File: src/gac_pkg.sv
// Package of constants for the gauge alert output configuration block
package gac_pkg;
    // Register byte addresses (word aligned)
    localparam logic [7:0] ADDR_OPCFG     = 8'h00;
    localparam logic [7:0] ADDR_THRESH_A  = 8'h04;
    localparam logic [7:0] ADDR_THRESH_B  = 8'h08;
    localparam logic [7:0] ADDR_CAPACITY  = 8'h0c;
    localparam logic [7:0] ADDR_GAUGE     = 8'h10;
    localparam logic [7:0] ADDR_CMD       = 8'h14;
    localparam logic [7:0] ADDR_STATUS    = 8'h18;
    localparam logic [7:0] ADDR_TEMP      = 8'h1c;
    localparam logic [7:0] ADDR_RFLAG     = 8'h20;
    localparam logic [7:0] ADDR_RTAB      = 8'h40;
    // Operation configuration fields
    localparam int BIT_RESERVE_COMP_ENABLE_EN  = 7;
    localparam int BIT_LOWSEL     = 5;
    localparam int BIT_SLEEP_OK   = 4;
    localparam int BIT_REFILL     = 3;
    localparam int BIT_INS_PIN    = 2;
    localparam int BIT_POL        = 1;
    localparam int BIT_HOST_TEMP  = 0;
    localparam logic [7:0] OPCFG_RESET   = 8'h19;
    localparam logic [7:0] OPCFG_WMASK   = 8'hbf;
    // Low flag thresholds in mAh
    localparam logic [15:0] INIT_SET_DEF   = 16'h0096;
    localparam logic [15:0] INIT_CLR_DEF   = 16'h00af;
    localparam logic [15:0] FINAL_SET_DEF  = 16'h004b;
    localparam logic [15:0] FINAL_CLR_DEF  = 16'h0064;
    localparam logic [7:0]  STEP_DEF       = 8'h01;
    // Resistance table validity codes
    localparam logic [7:0] RFLAG_PAST      = 8'h00;
    localparam logic [7:0] RFLAG_DEFAULT   = 8'hff;
    localparam logic [7:0] RFLAG_IN_USE    = 8'h55;
    localparam int         RTAB_COUNT      = 2;
    localparam int         RTAB_POINTS     = 15;
    localparam logic [15:0] RTAB_DEF_VAL   = 16'h0066;
    // Command codes
    localparam logic [7:0] CMD_INSERT      = 8'h0c;
    localparam logic [7:0] CMD_REMOVE      = 8'h0d;
    localparam logic [7:0] CMD_FACTORY     = 8'h15;
    // Threshold divisors scaled by ten
    localparam logic [15:0] DIV_CHG_X10   = 16'h0085;
    localparam logic [15:0] DIV_DSG_X10   = 16'h00a7;
    localparam logic [15:0] DIV_QUIT_X10  = 16'h00fa;
    // Pulse timing
    localparam int CLK_HZ       = 100_000_000;
    localparam int PULSE_US     = 1000;
    localparam int PULSE_CYC    = CLK_HZ / 1_000_000 * PULSE_US;
    // Battery states
    typedef enum logic [1:0] {
        GAC_RELAX = 2'b00,
        GAC_CHG   = 2'b01,
        GAC_DSG   = 2'b10
    } gac_bstate_t;
endpackage : gac_pkg

File: src/gac_pulse.sv
// One-shot pulse generator for the alert output
`timescale 1ns/1ps
module gac_pulse
    import gac_pkg::*;
#(
    parameter int PULSE_CYCLES = PULSE_CYC
) (
    input  wire logic clk_sys,   // System clock
    input  wire logic reset,     // Async reset, active high
    input  wire logic trigger,   // Any pulse cause
    output logic      active     // High during pulse
);
    localparam int CW = $clog2(PULSE_CYCLES + 1);
    logic [CW-1:0] cnt_r;
    wire           busy = (cnt_r != '0);

    // Retriggers inside a running pulse merge into it
    always_ff @(posedge clk_sys or posedge reset) begin
        if (reset) begin
            cnt_r <= '0;
        end else if (busy) begin
            cnt_r <= cnt_r - 1'b1;
        end else if (trigger) begin
            cnt_r <= CW'(PULSE_CYCLES);
        end
    end
    assign active = busy;
endmodule : gac_pulse

File: src/gac_pin_sync.sv
// Three-stage pin synchroniser with agreement filter
`timescale 1ns/1ps
module gac_pin_sync #(
    parameter logic RESET_VAL = 1'b1
) (
    input  wire logic clk_sys,   // System clock
    input  wire logic reset,     // Async reset, active high
    input  wire logic pin_in,    // Asynchronous pin
    output logic      level      // Filtered level
);
    logic s1_r;
    logic s2_r;
    logic s3_r;
    logic lvl_r;

    // Stage chain, level moves when stages two and three agree
    always_ff @(posedge clk_sys or posedge reset) begin
        if (reset) begin
            s1_r  <= RESET_VAL;
            s2_r  <= RESET_VAL;
            s3_r  <= RESET_VAL;
            lvl_r <= RESET_VAL;
        end else begin
            s1_r <= pin_in;
            s2_r <= s1_r;
            s3_r <= s2_r;
            if (s2_r == s3_r) begin
                lvl_r <= s3_r;
            end
        end
    end
    assign level = lvl_r;
endmodule : gac_pin_sync

File: src/gac_top.sv
// Alert output, operation configuration and resistance tables of the gauge
`timescale 1ns/1ps
module gac_top
    import gac_pkg::*;
#(
    parameter int PULSE_CYCLES = PULSE_CYC
) (
    input  wire logic        clk_sys,          // System clock 100 MHz
    input  wire logic        reset,            // Async reset, active high
    input  wire logic        wb_cyc_i,         // Wishbone cycle
    input  wire logic        wb_stb_i,         // Wishbone strobe
    input  wire logic        wb_we_i,          // Wishbone write enable
    input  wire logic [7:0]  wb_adr_i,         // Wishbone byte address
    input  wire logic [3:0]  wb_sel_i,         // Wishbone byte selects
    input  wire logic [31:0] wb_dat_i,         // Wishbone write data
    output logic [31:0]      wb_dat_o,         // Wishbone read data
    output logic             wb_ack_o,         // Wishbone acknowledge
    input  wire logic        insertion_input,  // Insertion pin, low = present
    input  wire logic [15:0] charge_left_mah,  // Remaining capacity from gauge
    input  wire logic [15:0] full_capacity_mah,// Full capacity from gauge
    input  wire logic [7:0]  charge_percent,   // State of charge 0..100
    input  wire logic signed [15:0] avg_current_ma, // Average current
    input  wire logic [15:0] design_capacity,  // Rated capacity mAh
    input  wire logic        charge_term,      // Valid termination pulse
    input  wire logic        sleep_cond,       // Sleep conditions met
    input  wire logic [15:0] sensor_temp,      // Internal temperature sensor
    output logic             alert_output,     // Alert pin level
    output logic             reserve_comp,     // Reserve compensation on
    output logic             sleep_allowed,    // Sleep entry allowed
    output logic             refill_load,      // Load remaining from full
    output logic [15:0]      refill_value,     // Value to load
    output logic [15:0]      temp_value,       // Temperature in use
    output logic             battery_present   // Battery detected
);
    // Register state
    logic [7:0]  opcfg_r;
    logic [15:0] init_set_r, init_clr_r, final_set_r, final_clr_r;
    logic [7:0]  step_r;
    logic [15:0] host_temp_r;
    // Both tables flat, table 0 first
    logic [7:0]  rflag_r [RTAB_COUNT];
    logic [15:0] rtab_r  [RTAB_COUNT*RTAB_POINTS];
    logic        init_low_r, final_low_r;
    logic        present_r;
    logic        ack_r;
    logic [31:0] rdat_r;
    gac_bstate_t bstate_r, bstate_nxt;
    logic [7:0]  last_pct_r;
    logic        pin_prev_r;
    logic        refill_r;
    logic [15:0] refill_val_r;
    logic        pulse_trig_r;

    // Byte-lane merge for writes
    // Lanes with select low keep the old byte
    function automatic logic [31:0] lane_merge(input logic [31:0] old_v, input logic [31:0] new_v,
                                                input logic [3:0] sel);
        logic [31:0] r;
        r = old_v;
        for (int i = 0; i < 4; i++) begin
            if (sel[i]) r[i*8 +: 8] = new_v[i*8 +: 8];
        end
        return r;
    endfunction : lane_merge

    // Capacity divided by a tenths divisor, in mA
    // Tenths keep the fractional ratios exact
    function automatic logic [15:0] cap_div(input logic [15:0] cap, input logic [15:0] div_x10);
        logic [19:0] num;
        num = {4'h0, cap} * 20'd10;
        return 16'(num / {4'h0, div_x10});
    endfunction : cap_div

    // Count of step levels strictly above a percentage
    // Levels are 100% less whole steps; 0 from 100% up
    // A zero step divides by zero, so users gate it
    function automatic logic [7:0] step_band(input logic [7:0] pct, input logic [7:0] step);
        logic [7:0] down;
        down = (pct >= 8'h64) ? 8'h00 : 8'(8'h64 - pct);
        return 8'(({1'b0, down} + {1'b0, step} - 9'h001) / {1'b0, step});
    endfunction : step_band

    // Bus decode
    // Ack is registered and masks the request,
    // so each access gets exactly one ack
    wire        bus_req   = wb_cyc_i & wb_stb_i & ~ack_r;
    wire        bus_wr    = bus_req & wb_we_i;
    wire        rtab_hit  = (wb_adr_i >= ADDR_RTAB) &&
                            (wb_adr_i < 8'(ADDR_RTAB + 8'(RTAB_COUNT*RTAB_POINTS*4)));
    wire [4:0]  rtab_idx  = 5'((wb_adr_i - ADDR_RTAB) >> 2);
    wire        cmd_wr    = bus_wr && (wb_adr_i == ADDR_CMD) && wb_sel_i[0];
    wire        cmd_fact  = cmd_wr && (wb_dat_i[7:0] == CMD_FACTORY);
    wire        cmd_ins   = cmd_wr && (wb_dat_i[7:0] == CMD_INSERT);
    wire        cmd_rem   = cmd_wr && (wb_dat_i[7:0] == CMD_REMOVE);
    wire [31:0] wmerge_a  = lane_merge({init_clr_r, init_set_r}, wb_dat_i, wb_sel_i);
    wire [31:0] wmerge_b  = lane_merge({final_clr_r, final_set_r}, wb_dat_i, wb_sel_i);

    // Insertion pin, synchronised
    // Resets to the released level: no false removal
    logic pin_level;
    gac_pin_sync #(.RESET_VAL(1'b1)) u_pin (
        .clk_sys (clk_sys),
        .reset   (reset),
        .pin_in  (insertion_input),
        .level   (pin_level)
    );

    // Battery state thresholds
    // Between relax and active thresholds the state holds,
    // so a current near a threshold cannot chatter
    // divisor-based thresholds
    wire [15:0] thr_chg  = cap_div(design_capacity, DIV_CHG_X10);
    wire [15:0] thr_dsg  = cap_div(design_capacity, DIV_DSG_X10);
    wire [15:0] thr_quit = cap_div(design_capacity, DIV_QUIT_X10);
    wire signed [16:0] cur_s    = {avg_current_ma[15], avg_current_ma};
    wire               is_chg   = cur_s >  $signed({1'b0, thr_chg});
    wire               is_dsg   = cur_s < -$signed({1'b0, thr_dsg});
    wire               is_quiet = (cur_s < $signed({1'b0, thr_quit})) &&
                                  (cur_s > -$signed({1'b0, thr_quit}));

    // state classification with hold between thresholds
    // Charge and discharge tests never both hold
    always_comb begin
        bstate_nxt = bstate_r;
        case (bstate_r)
            GAC_RELAX: begin
                if (is_chg) bstate_nxt = GAC_CHG;
                else if (is_dsg) bstate_nxt = GAC_DSG;
            end
            GAC_CHG, GAC_DSG: begin
                if (is_quiet) bstate_nxt = GAC_RELAX;
                else if (is_chg) bstate_nxt = GAC_CHG;
                else if (is_dsg) bstate_nxt = GAC_DSG;
            end
            default: bstate_nxt = GAC_RELAX;
        endcase
    end

    // Pulse causes
    // Causes compare with last cycle's copy, so a
    // steady input raises no second pulse
    wire        step_on     = (step_r != 8'h00);
    wire [7:0]  band_now    = step_band(charge_percent, step_r);
    wire [7:0]  band_last   = step_band(last_pct_r, step_r);
    // rising through a step level or reaching 100%
    // Reaching 100% from below counts while in the charge state with a non-zero step
    wire        chg_cross   = step_on && (bstate_r == GAC_CHG) && (charge_percent > last_pct_r) &&
                              ((band_now < band_last) || (charge_percent >= 8'h64 && last_pct_r < 8'h64));
    // falling below a step level or to 0%
    // More levels above the new value means one was passed
    wire        dsg_cross   = step_on && (bstate_r == GAC_DSG) && (charge_percent < last_pct_r) &&
                              ((band_now > band_last) || (charge_percent == 8'h00));
    wire        state_chg   = step_on && (bstate_nxt != bstate_r);
    // removal edge on insertion pin
    // Pin is high with no battery: removal rises
    wire        removal     = opcfg_r[BIT_INS_PIN] && pin_level && !pin_prev_r;
    wire        pulse_cause = chg_cross | dsg_cross | state_chg | removal;

    // Bus and configuration registers
    always_ff @(posedge clk_sys or posedge reset) begin
        if (reset) begin
            opcfg_r     <= OPCFG_RESET;
            init_set_r  <= INIT_SET_DEF;
            init_clr_r  <= INIT_CLR_DEF;
            final_set_r <= FINAL_SET_DEF;
            final_clr_r <= FINAL_CLR_DEF;
            step_r      <= STEP_DEF;
            host_temp_r <= 16'h00fa;
            ack_r       <= 1'b0;
        end else begin
            ack_r <= bus_req;
            if (bus_wr) begin
                case (wb_adr_i)
                    // Reserved bit masked, reads back zero
                    ADDR_OPCFG: if (wb_sel_i[0]) opcfg_r <= wb_dat_i[7:0] & OPCFG_WMASK;
                    // A pair shares a word; lanes reach one half
                    ADDR_THRESH_A: begin
                        init_set_r <= wmerge_a[15:0];
                        init_clr_r <= wmerge_a[31:16];
                    end
                    ADDR_THRESH_B: begin
                        final_set_r <= wmerge_b[15:0];
                        final_clr_r <= wmerge_b[31:16];
                    end
                    ADDR_GAUGE: if (wb_sel_i[0]) step_r <= wb_dat_i[7:0];
                    // host temperature only accepted when enabled
                    ADDR_TEMP: if (opcfg_r[BIT_HOST_TEMP]) begin
                        host_temp_r <= 16'(lane_merge({16'h0000, host_temp_r}, wb_dat_i, wb_sel_i));
                    end
                    default: ;
                endcase
            end
        end
    end

    // Resistance tables and validity bytes
    always_ff @(posedge clk_sys or posedge reset) begin
        if (reset) begin
            rflag_r[0] <= RFLAG_IN_USE;
            rflag_r[1] <= RFLAG_DEFAULT;
            for (int i = 0; i < RTAB_COUNT*RTAB_POINTS; i++) rtab_r[i] <= RTAB_DEF_VAL;
        end else if (cmd_fact) begin
            // factory restore of both tables
            // Restore wins over a same-cycle table write
            rflag_r[0] <= RFLAG_IN_USE;
            rflag_r[1] <= RFLAG_DEFAULT;
            for (int i = 0; i < RTAB_COUNT*RTAB_POINTS; i++) rtab_r[i] <= RTAB_DEF_VAL;
        end else if (bus_wr && rtab_hit) begin
            // indexed write of one resistance value
            rtab_r[rtab_idx] <= 16'(lane_merge({16'h0000, rtab_r[rtab_idx]}, wb_dat_i, wb_sel_i));
            // an updated table leaves the default code
            if (rflag_r[rtab_idx >= 5'(RTAB_POINTS)] == RFLAG_DEFAULT) begin
                rflag_r[rtab_idx >= 5'(RTAB_POINTS)] <= RFLAG_PAST;
            end
        end else if (bus_wr && wb_adr_i == ADDR_RFLAG) begin
            // software selects the table in use
            if (wb_sel_i[0]) rflag_r[0] <= wb_dat_i[7:0];
            if (wb_sel_i[1]) rflag_r[1] <= wb_dat_i[15:8];
        end
    end

    // Read data mux
    // Captured when the request is taken, then held
    // until the next request
    always_ff @(posedge clk_sys or posedge reset) begin
        if (reset) begin
            rdat_r <= 32'h0000_0000;
        end else if (bus_req) begin
            if (rtab_hit) begin
                rdat_r <= {16'h0000, rtab_r[rtab_idx]};
            end else begin
                case (wb_adr_i)
                    ADDR_OPCFG:    rdat_r <= {24'h000000, opcfg_r};
                    ADDR_THRESH_A: rdat_r <= {init_clr_r, init_set_r};
                    ADDR_THRESH_B: rdat_r <= {final_clr_r, final_set_r};
                    ADDR_CAPACITY: rdat_r <= {full_capacity_mah, charge_left_mah};
                    ADDR_GAUGE:    rdat_r <= {8'h00, charge_percent, 8'h00, step_r};
                    ADDR_STATUS:   rdat_r <= {24'h000000, 2'b00, bstate_r, present_r,
                                              pin_level, final_low_r, init_low_r};
                    ADDR_TEMP:     rdat_r <= {16'h0000, temp_value};
                    // validity bytes, meaningful in normal operation
                    ADDR_RFLAG:    rdat_r <= {16'h0000, rflag_r[1], rflag_r[0]};
                    default:       rdat_r <= 32'h0000_0000;
                endcase
            end
        end
    end

    // Low flags, insertion and gauge-side state
    always_ff @(posedge clk_sys or posedge reset) begin
        if (reset) begin
            init_low_r   <= 1'b0;
            final_low_r  <= 1'b0;
            present_r    <= 1'b0;
            bstate_r     <= GAC_RELAX;
            last_pct_r   <= 8'h00;
            pin_prev_r   <= 1'b1;
            refill_r     <= 1'b0;
            refill_val_r <= 16'h0000;
            pulse_trig_r <= 1'b0;
        end else begin
            // Separate set and clear levels give hysteresis;
            // set is tested first and wins
            // set below threshold, clear above clear threshold
            if (charge_left_mah < init_set_r) init_low_r <= 1'b1;
            else if (charge_left_mah > init_clr_r) init_low_r <= 1'b0;
            if (charge_left_mah < final_set_r) final_low_r <= 1'b1;
            else if (final_low_r && charge_left_mah > final_clr_r) final_low_r <= 1'b0;
            // insertion from pin or host command
            // In pin mode the host commands are ignored
            pin_prev_r <= pin_level;
            if (opcfg_r[BIT_INS_PIN]) present_r <= ~pin_level;
            else if (cmd_ins) present_r <= 1'b1;
            else if (cmd_rem) present_r <= 1'b0;
            bstate_r   <= bstate_nxt;
            last_pct_r <= charge_percent;
            // reload remaining capacity on termination
            // Value is registered beside the strobe
            refill_r     <= charge_term & opcfg_r[BIT_REFILL];
            refill_val_r <= full_capacity_mah;
            // Causes are dropped in level mode, so a later
            // switch to pulse mode replays nothing
            pulse_trig_r <= pulse_cause & ~opcfg_r[BIT_LOWSEL];
        end
    end

    // Pulse timer
    logic pulse_active;
    // one 1 ms pulse, merged triggers
    // Default width is 1 ms at 100 MHz
    gac_pulse #(.PULSE_CYCLES(PULSE_CYCLES)) u_pulse (
        .clk_sys (clk_sys),
        .reset   (reset),
        .trigger (pulse_trig_r),
        .active  (pulse_active)
    );

    // Output selection
    // function select, level mirrors initial low flag
    wire alert_act = opcfg_r[BIT_LOWSEL] ? init_low_r : pulse_active;
    // Toggling polarity flips the pin at once;
    // change it while the alert is idle
    // polarity, inactive level otherwise
    assign alert_output    = opcfg_r[BIT_POL] ? alert_act : ~alert_act;
    assign reserve_comp    = opcfg_r[BIT_RESERVE_COMP_ENABLE_EN];
    assign sleep_allowed   = opcfg_r[BIT_SLEEP_OK] & sleep_cond;
    assign refill_load     = refill_r;
    assign refill_value    = refill_val_r;
    assign temp_value      = opcfg_r[BIT_HOST_TEMP] ? host_temp_r : sensor_temp;
    assign battery_present = present_r;
    assign wb_ack_o        = ack_r;
    assign wb_dat_o        = rdat_r;
endmodule : gac_top

File: config.mk
export PLATFORM = sky130hd
export DESIGN_NAME = gac_top
export DESIGN_NICKNAME = d
export VERILOG_FILES = /design/src/gac_pkg.sv /design/src/gac_pulse.sv /design/src/gac_pin_sync.sv /design/src/gac_top.sv
export SDC_FILE = /design/constraint.sdc
export NUM_CORES = 2
export LEC_CHECK = 0
export BUFFER_PORTS_ARGS = -buffer_cell sky130_fd_sc_hd__buf_2
export CORE_MARGIN = 8
export CORE_UTILIZATION = 49
export DETAILED_ROUTE_END_ITERATION = 8
export PLACE_DENSITY = 0.68
export SLEW_MARGIN = 15
export SYNTH_ARGS = -nofsm -noshare
export SYNTH_HDL_FRONTEND = slang
export SYNTH_SLANG_ARGS = --single-unit
File: constraint.sdc
create_clock -name clk_sys -period 26.3 [get_ports clk_sys]
set_input_delay 6.575 -clock clk_sys [delete_from_list [all_inputs] [get_ports clk_sys]]
set_output_delay 6.575 -clock clk_sys [all_outputs]
set_load 0.02 [all_outputs]
After elaboration in Yosys (flattened, before gate mapping)
Cells that the tools add are included.
- output and inout bits: 70
- word-level logic and storage cells: 230
- flip-flop bits (word level): 677
- bitwise logic cells: 17
- $lt $le $gt $ge: 22
- add/subtract/negate cells: 10
- $mul: 1
- multiplexer cells: 45
- equality and inequality tests: 17
- div/mod/pow operators: 5
- reductions and logical operators: 53
- operator list (operator ; number):
    two-way mux 480 bit ; 2
    bitwise mux 480 bit ; 1
    case mux 32 bit (8 select lines) ; 1
    two-way mux 16 bit ; 8
    two-way mux 8 bit ; 14
    binary-select mux 16 bit (select 5 bit) ; 1
    demux 16 bit (select 5 bit) ; 1
    divider 20 x 8 -> 20 bit (second input constant) ; 3
    == test 8 x 5 -> 1 bit (second input constant) ; 5
    AND reduction 3 bit ; 12
    greater-than comparator 16 x 17 -> 1 bit ; 2
    < comparator 16 x 17 -> 1 bit ; 2
    two-way mux 17 bit ; 2
    negator 16 -> 17 bit ; 2
    == test 8 x 4 -> 1 bit (second input constant) ; 4
    greater-than comparator 16 bit ; 2
    < comparator 16 bit ; 2
    two-way mux 32 bit ; 1
    >= comparator 8 x 7 -> 1 bit (second input constant) ; 3
    logical AND 1 bit ; 22
    multiplier 16 x 3 -> 19 bit (second input constant) ; 1
    adder 8 x 8 -> 9 bit ; 2
    divider 9 x 8 -> 9 bit ; 2
    subtractor 9 x 1 -> 9 bit (second input constant) ; 2
    41 further kinds ; 73

Depth between registers and ports, before layout
- depth after elaboration: 13
- gate-level depth with buffers: 99
- gate-level depth less buffers: 96

Modules after synthesis
From an unflattened synthesis, not the netlist that was laid out.
- cells, all modules: 5671
- area, all modules: 50129.3 um^2
- by module, submodules not included (module ; area an instance (um^2) ; instances ; cells an instance ; seq. area each (um^2)):
    gac_top ; 49109.6 ; 1 ; 5578 ; 16615.9
    gac_pulse ; 899.6 ; 1 ; 87 ; 425.4
    gac_pin_sync ; 120.1 ; 1 ; 6 ; 105.1

Least setup slack after synthesis
OpenSTA, ideal clock, no wires.
- path type: input port to flip-flop
- start: input charge_percent[4]
- end: register pulse_trig_r
- stages: 89
- arrival: 22644 ps
- library setup time: 82 ps
- buffers on the path: 3
- data required time: 26218 ps
- setup slack: 3574 ps
- path through: or3_1 > a31oi_1 > o21ai_0 > ha_1 > inv_1 > ha_1 > a21o_1 > a21oi_1 > o21bai_1 > a21oi_1 > o21bai_1 > a21oi_1 > xnor2_1 > ha_1 > a21oi_1 > ha_1 > o21a_1 > o21a_1 > [... 53 more ...] > o21ai_0 > nand2b_1 > a21oi_1 > nor2b_1 > o21ai_0 > nand2b_1 > a21oi_1 > nor2b_1 > a311oi_1 > ha_1 > nor2b_1 > o21ai_0 > nand2b_1 > a21oi_1 > o21ai_0 > a2111oi_0 > a311oi_1 > o22ai_1
- cells in the longest elaborated chain, start to end: 12
- elaborated cells between the ends (all ways): 22
- RTL lines (item ; RTL line ; source):
    from (decl) ; gac_top.sv:21 ; input wire logic [7:0] charge_percent,
    subtractor 7 x 8 -> 8 bit or >= comparator 8 x 7 -> 1 bit (tied branches) ; gac_top.sv:79, gac_top.sv:148 ;
    two-way mux 8 bit ; gac_top.sv:79 ; down = (pct >= 8'h64) ? 8'h00 : 8'(8'h64 - pct);
    adder 8 x 8 -> 9 bit ; gac_top.sv:80 ; return 8'(({1'b0, down} + {1'b0, step} - 9'h001) / {1'b0, step});
    subtractor 9 x 1 -> 9 bit ; gac_top.sv:80 ;
    divider 9 x 8 -> 9 bit ; gac_top.sv:80 ;
    < comparator 8 bit or greater-than comparator 8 bit (tied branches) ; gac_top.sv:148, gac_top.sv:152 ;
    logical OR 1 bit (on tied branches) ; gac_top.sv:148, gac_top.sv:152 ;
    logical AND 1 bit (on tied branches) ; gac_top.sv:147, gac_top.sv:151 ;
    bitwise OR 1 bit * (3 in a row) ; gac_top.sv:157 ; wire pulse_cause = chg_cross | dsg_cross | state_chg | removal;
    AND 1 bit * ; gac_top.sv:283 ; pulse_trig_r <= pulse_cause & ~opcfg_r[BIT_LOWSEL];
    to (signal assigned) ; gac_top.sv:283 ;
    to (decl) ; gac_top.sv:52 ; logic pulse_trig_r;
Mark *: on every way between the ends. The rest lies on a longest branch, timed or not.
A chain may end at the register's enable or synchronous reset.

Worst setup path after layout
Ends and elaborated chain as after synthesis.

==> results.toml <==
[detailed_routing]
vias_per_cell = 6.35
routed_wl_um = 147000
vias = 43664
dr.pass1.iters = 6
dr.first_iter.drc_count = 4411
drt_drc_violations_left = 0
antenna_left = 0
wl_per_cell_um = 21.4

[setup_path]
arrival_ns = 24.78
cp_slowest_cell = "a21oi_1"
crit_required_ns = 26.79
reg2reg_depth = 89
critPathLaunchType = "primary input"
endpoint_kind = "register"
reg2reg_to = "pulse_trig_r"
critPathMaxFanout = 13
cpMostUsedCell = "o21a_1"
timing.critical_path.buf_inv = 3
r2r_start = "last_pct_r[3]"
ff2ff_setup_slack_ns = 7.60
path_delay_family = "compound AO/OA/AOI/OAI gates"
max_stage_delay_ns = 0.52
critical_path_class = "in2reg"

[clock_network]
cts.sinks = 677
post_cts_buffers = 0
insertion_delay_ns = 0.66
ctsHoldBuffers = 0
root_buffer = "clkbuf_16"
cts_tree = "yes"
numCtsBuffers = 72
clockBufferDepth = 3
post_cts_resized = 0
h-tree-depth = 3
clkSlewWorstSetupHoldPaths_ns = 0.06

[floorplanning]
row_count = 116
die_w_um = 333
dieArea_um2 = 111000
pin_count = 210
start_util_pct = 49.3
core_area_um2 = 99900
die_h_um = 333

[placement]
gp_congestion = 0.900
hpwl_um = 102000
numPortBuffers = 209

[finish]
fill_cells = 9154
seq_area_um2 = 17100
drive_above_1_share_pct = 16.4
areaGrowthSynthToFinish_pct = 8.91
final_net_count = 5952
multi_input_area_um2 = 30000
layout_common_cells = "894 x o21ai_0, 513 x dfrtp_1, 438 x nand3_1"
layout_commonest_cell = "o21ai_0"

[hold_path]
hold_path_end = "u_pin.s2_r"
min-delay-start = "u_pin.s1_r"
whs_path_depth = 0
hp-class = "reg2reg"

[sta]
period_minus_slack_ns = 24.29
setup_tns_ns = 0
final_hold_viol_count = 0
rsz0062_at_grt = "no"
fmax_mhz = 41.2
fin_worst_skew_ns = 0.0422
worst_pin_slew_ns = 1.16
post-route-period-util_pct = 92.4
slew_headroom_pct = 22.7
slew_violations = 0
setup_viol = 0

[global_routing]
grt_max_degree = 240
grt_use_total_pct = 25.6
antenna_found_initial = 10
grt_pass1_vias = 42083
grt_overflow = 0
grt_pass1_wl_um = 235000

[synthesis]
synthArstFlopShare_pct = 100
synth_area_um2 = 49300
synth_cell_type_count = 140
ys_ff_latch = 677
yosysWarnings = 0
postSynthCellCount = 5525
synth-main-ff-cell = "dfrtp_1"
synth.yosys.seq_area_share_pct = 34.8
synth_edf_count = 0
avgSynthCellArea_um2 = 8.91

[job]
drv_cap = 0

[outcome]
status = "finished, final reports clean"
==> worst reg2reg max path, delay by kind of cell, from the launching register on <==
kind | cells | cell delay (ns)
xor+xnor | 1 | 0.18
simple gates | 12 | 1.53
flops | 1 | 0.43
compound gates | 59 | 11.73
buf+inv | 5 | 1.01
fa+ha+maj | 12 | 3.64
==> area by class of cell <==
type / instances / area share, %
Antenna cell: 6 / 0.0280
Timing Repair Buffer: 284 / 3.08
Tap cell: 1298 / 3.03
Sequential cell: 677 / 32.0
Clock buffer: 111 / 3.84
Clock inverter: 23 / 0.651
Multi-Input combinational cell: 4283 / 56.0
Inverter: 196 / 1.40
==> cell families after synthesis <==
logic type / count (synthesis) / synth area share [%]
other: 1 / 0.00761
and+or+nand+nor: 1636 / 16.2
AOI/OAI and AO/OA: 1846 / 23.7
adders and majority gates: 313 / 7.92
buffers and inverters: 567 / 4.53
DFF: 677 / 34.8
xor gates and xnor gates: 195 / 3.50
muxes: 290 / 9.33
==> worst max-delay path by stage <==
stage	end	cells past startpoint	start	slack, ns
after global routing	pulse_trig_r	90	charge_percent[4]	0.30
after detailed placement	pulse_trig_r	89	charge_percent[4]	1.54
final	pulse_trig_r	90	charge_percent[4]	2.01
after CTS	pulse_trig_r	89	charge_percent[4]	2.13
after global placement	pulse_trig_r	90	charge_percent[4]	2.07
after floorplan	battery_present	1	reset	1.02
==> per-stage QoR <==
step	area (um^2)	hold slack (ns)	setup slack, ns	utilization, %	std cells
6_report	53600	0.362	2.01	53.7	6878
2_1_floorplan	49300	0.345	1.02	-	5527
5_1_grt	53600	0.367	0.301	53.7	6878
3_5_place_dp	51200	0.347	1.54	51.3	6738
3_3_place_gp	51200	0.356	2.07	51.3	6738
4_1_cts	53600	0.363	2.13	53.7	6872
==> synth_stat cells, drive strengths merged, types with 23 or more instances <==
library cell / count / area share (%)
a211oi: 35 / 0.66
a21o: 44 / 0.67
a21oi: 242 / 2.5
a22o: 23 / 0.41
a22oi: 49 / 0.76
a31oi: 41 / 0.53
and2: 47 / 0.60
buf: 64 / 0.68
clkbuf: 307 / 2.3
dfrtp: 513 / 26
dfstp: 164 / 8.7
ha: 295 / 7.5
inv: 191 / 1.5
mux2: 69 / 1.6
mux2i: 94 / 1.9
mux4: 127 / 5.8
nand2: 404 / 3.1
nand2b: 65 / 0.84
nand3: 440 / 4.5
nand4: 47 / 0.60
nor2: 296 / 2.3
nor2b: 58 / 0.74
nor3: 126 / 1.3
nor4: 31 / 0.41
o211ai: 57 / 0.88
o21a: 98 / 1.5
o21ai: 930 / 9.5
o31ai: 51 / 0.83
xnor2: 159 / 2.9
xor2: 36 / 0.64
==> layer usage <==
metal / wire (um) / part of all wire (%) / GRT usage (%) / vias to the layer above
met5: 34 / 0.023 / 0 / -
met4: 4620 / 3.1 / 8.26 / 6
met3: 9930 / 6.7 / 3.75 / 303
met2: 68500 / 46 / 41.9 / 1512
met1: 64300 / 44 / 34.9 / 21359
li1: - / - / - / 20484
==> flip-flops by register name, indices dropped and copies added, names as in the netlist, 16 cells and up <==
signal,flops
final_clr_r,16
final_set_r,16
host_temp_r,16
init_clr_r,16
init_set_r,16
refill_value,16
rflag_r,16
rtab_r,480
u_pulse.cnt_r,17
wb_dat_o,32
Power is left out: the tool's default activity adds up to more than one toggle a clock period on the data nets, which glitch-free logic cannot reach.
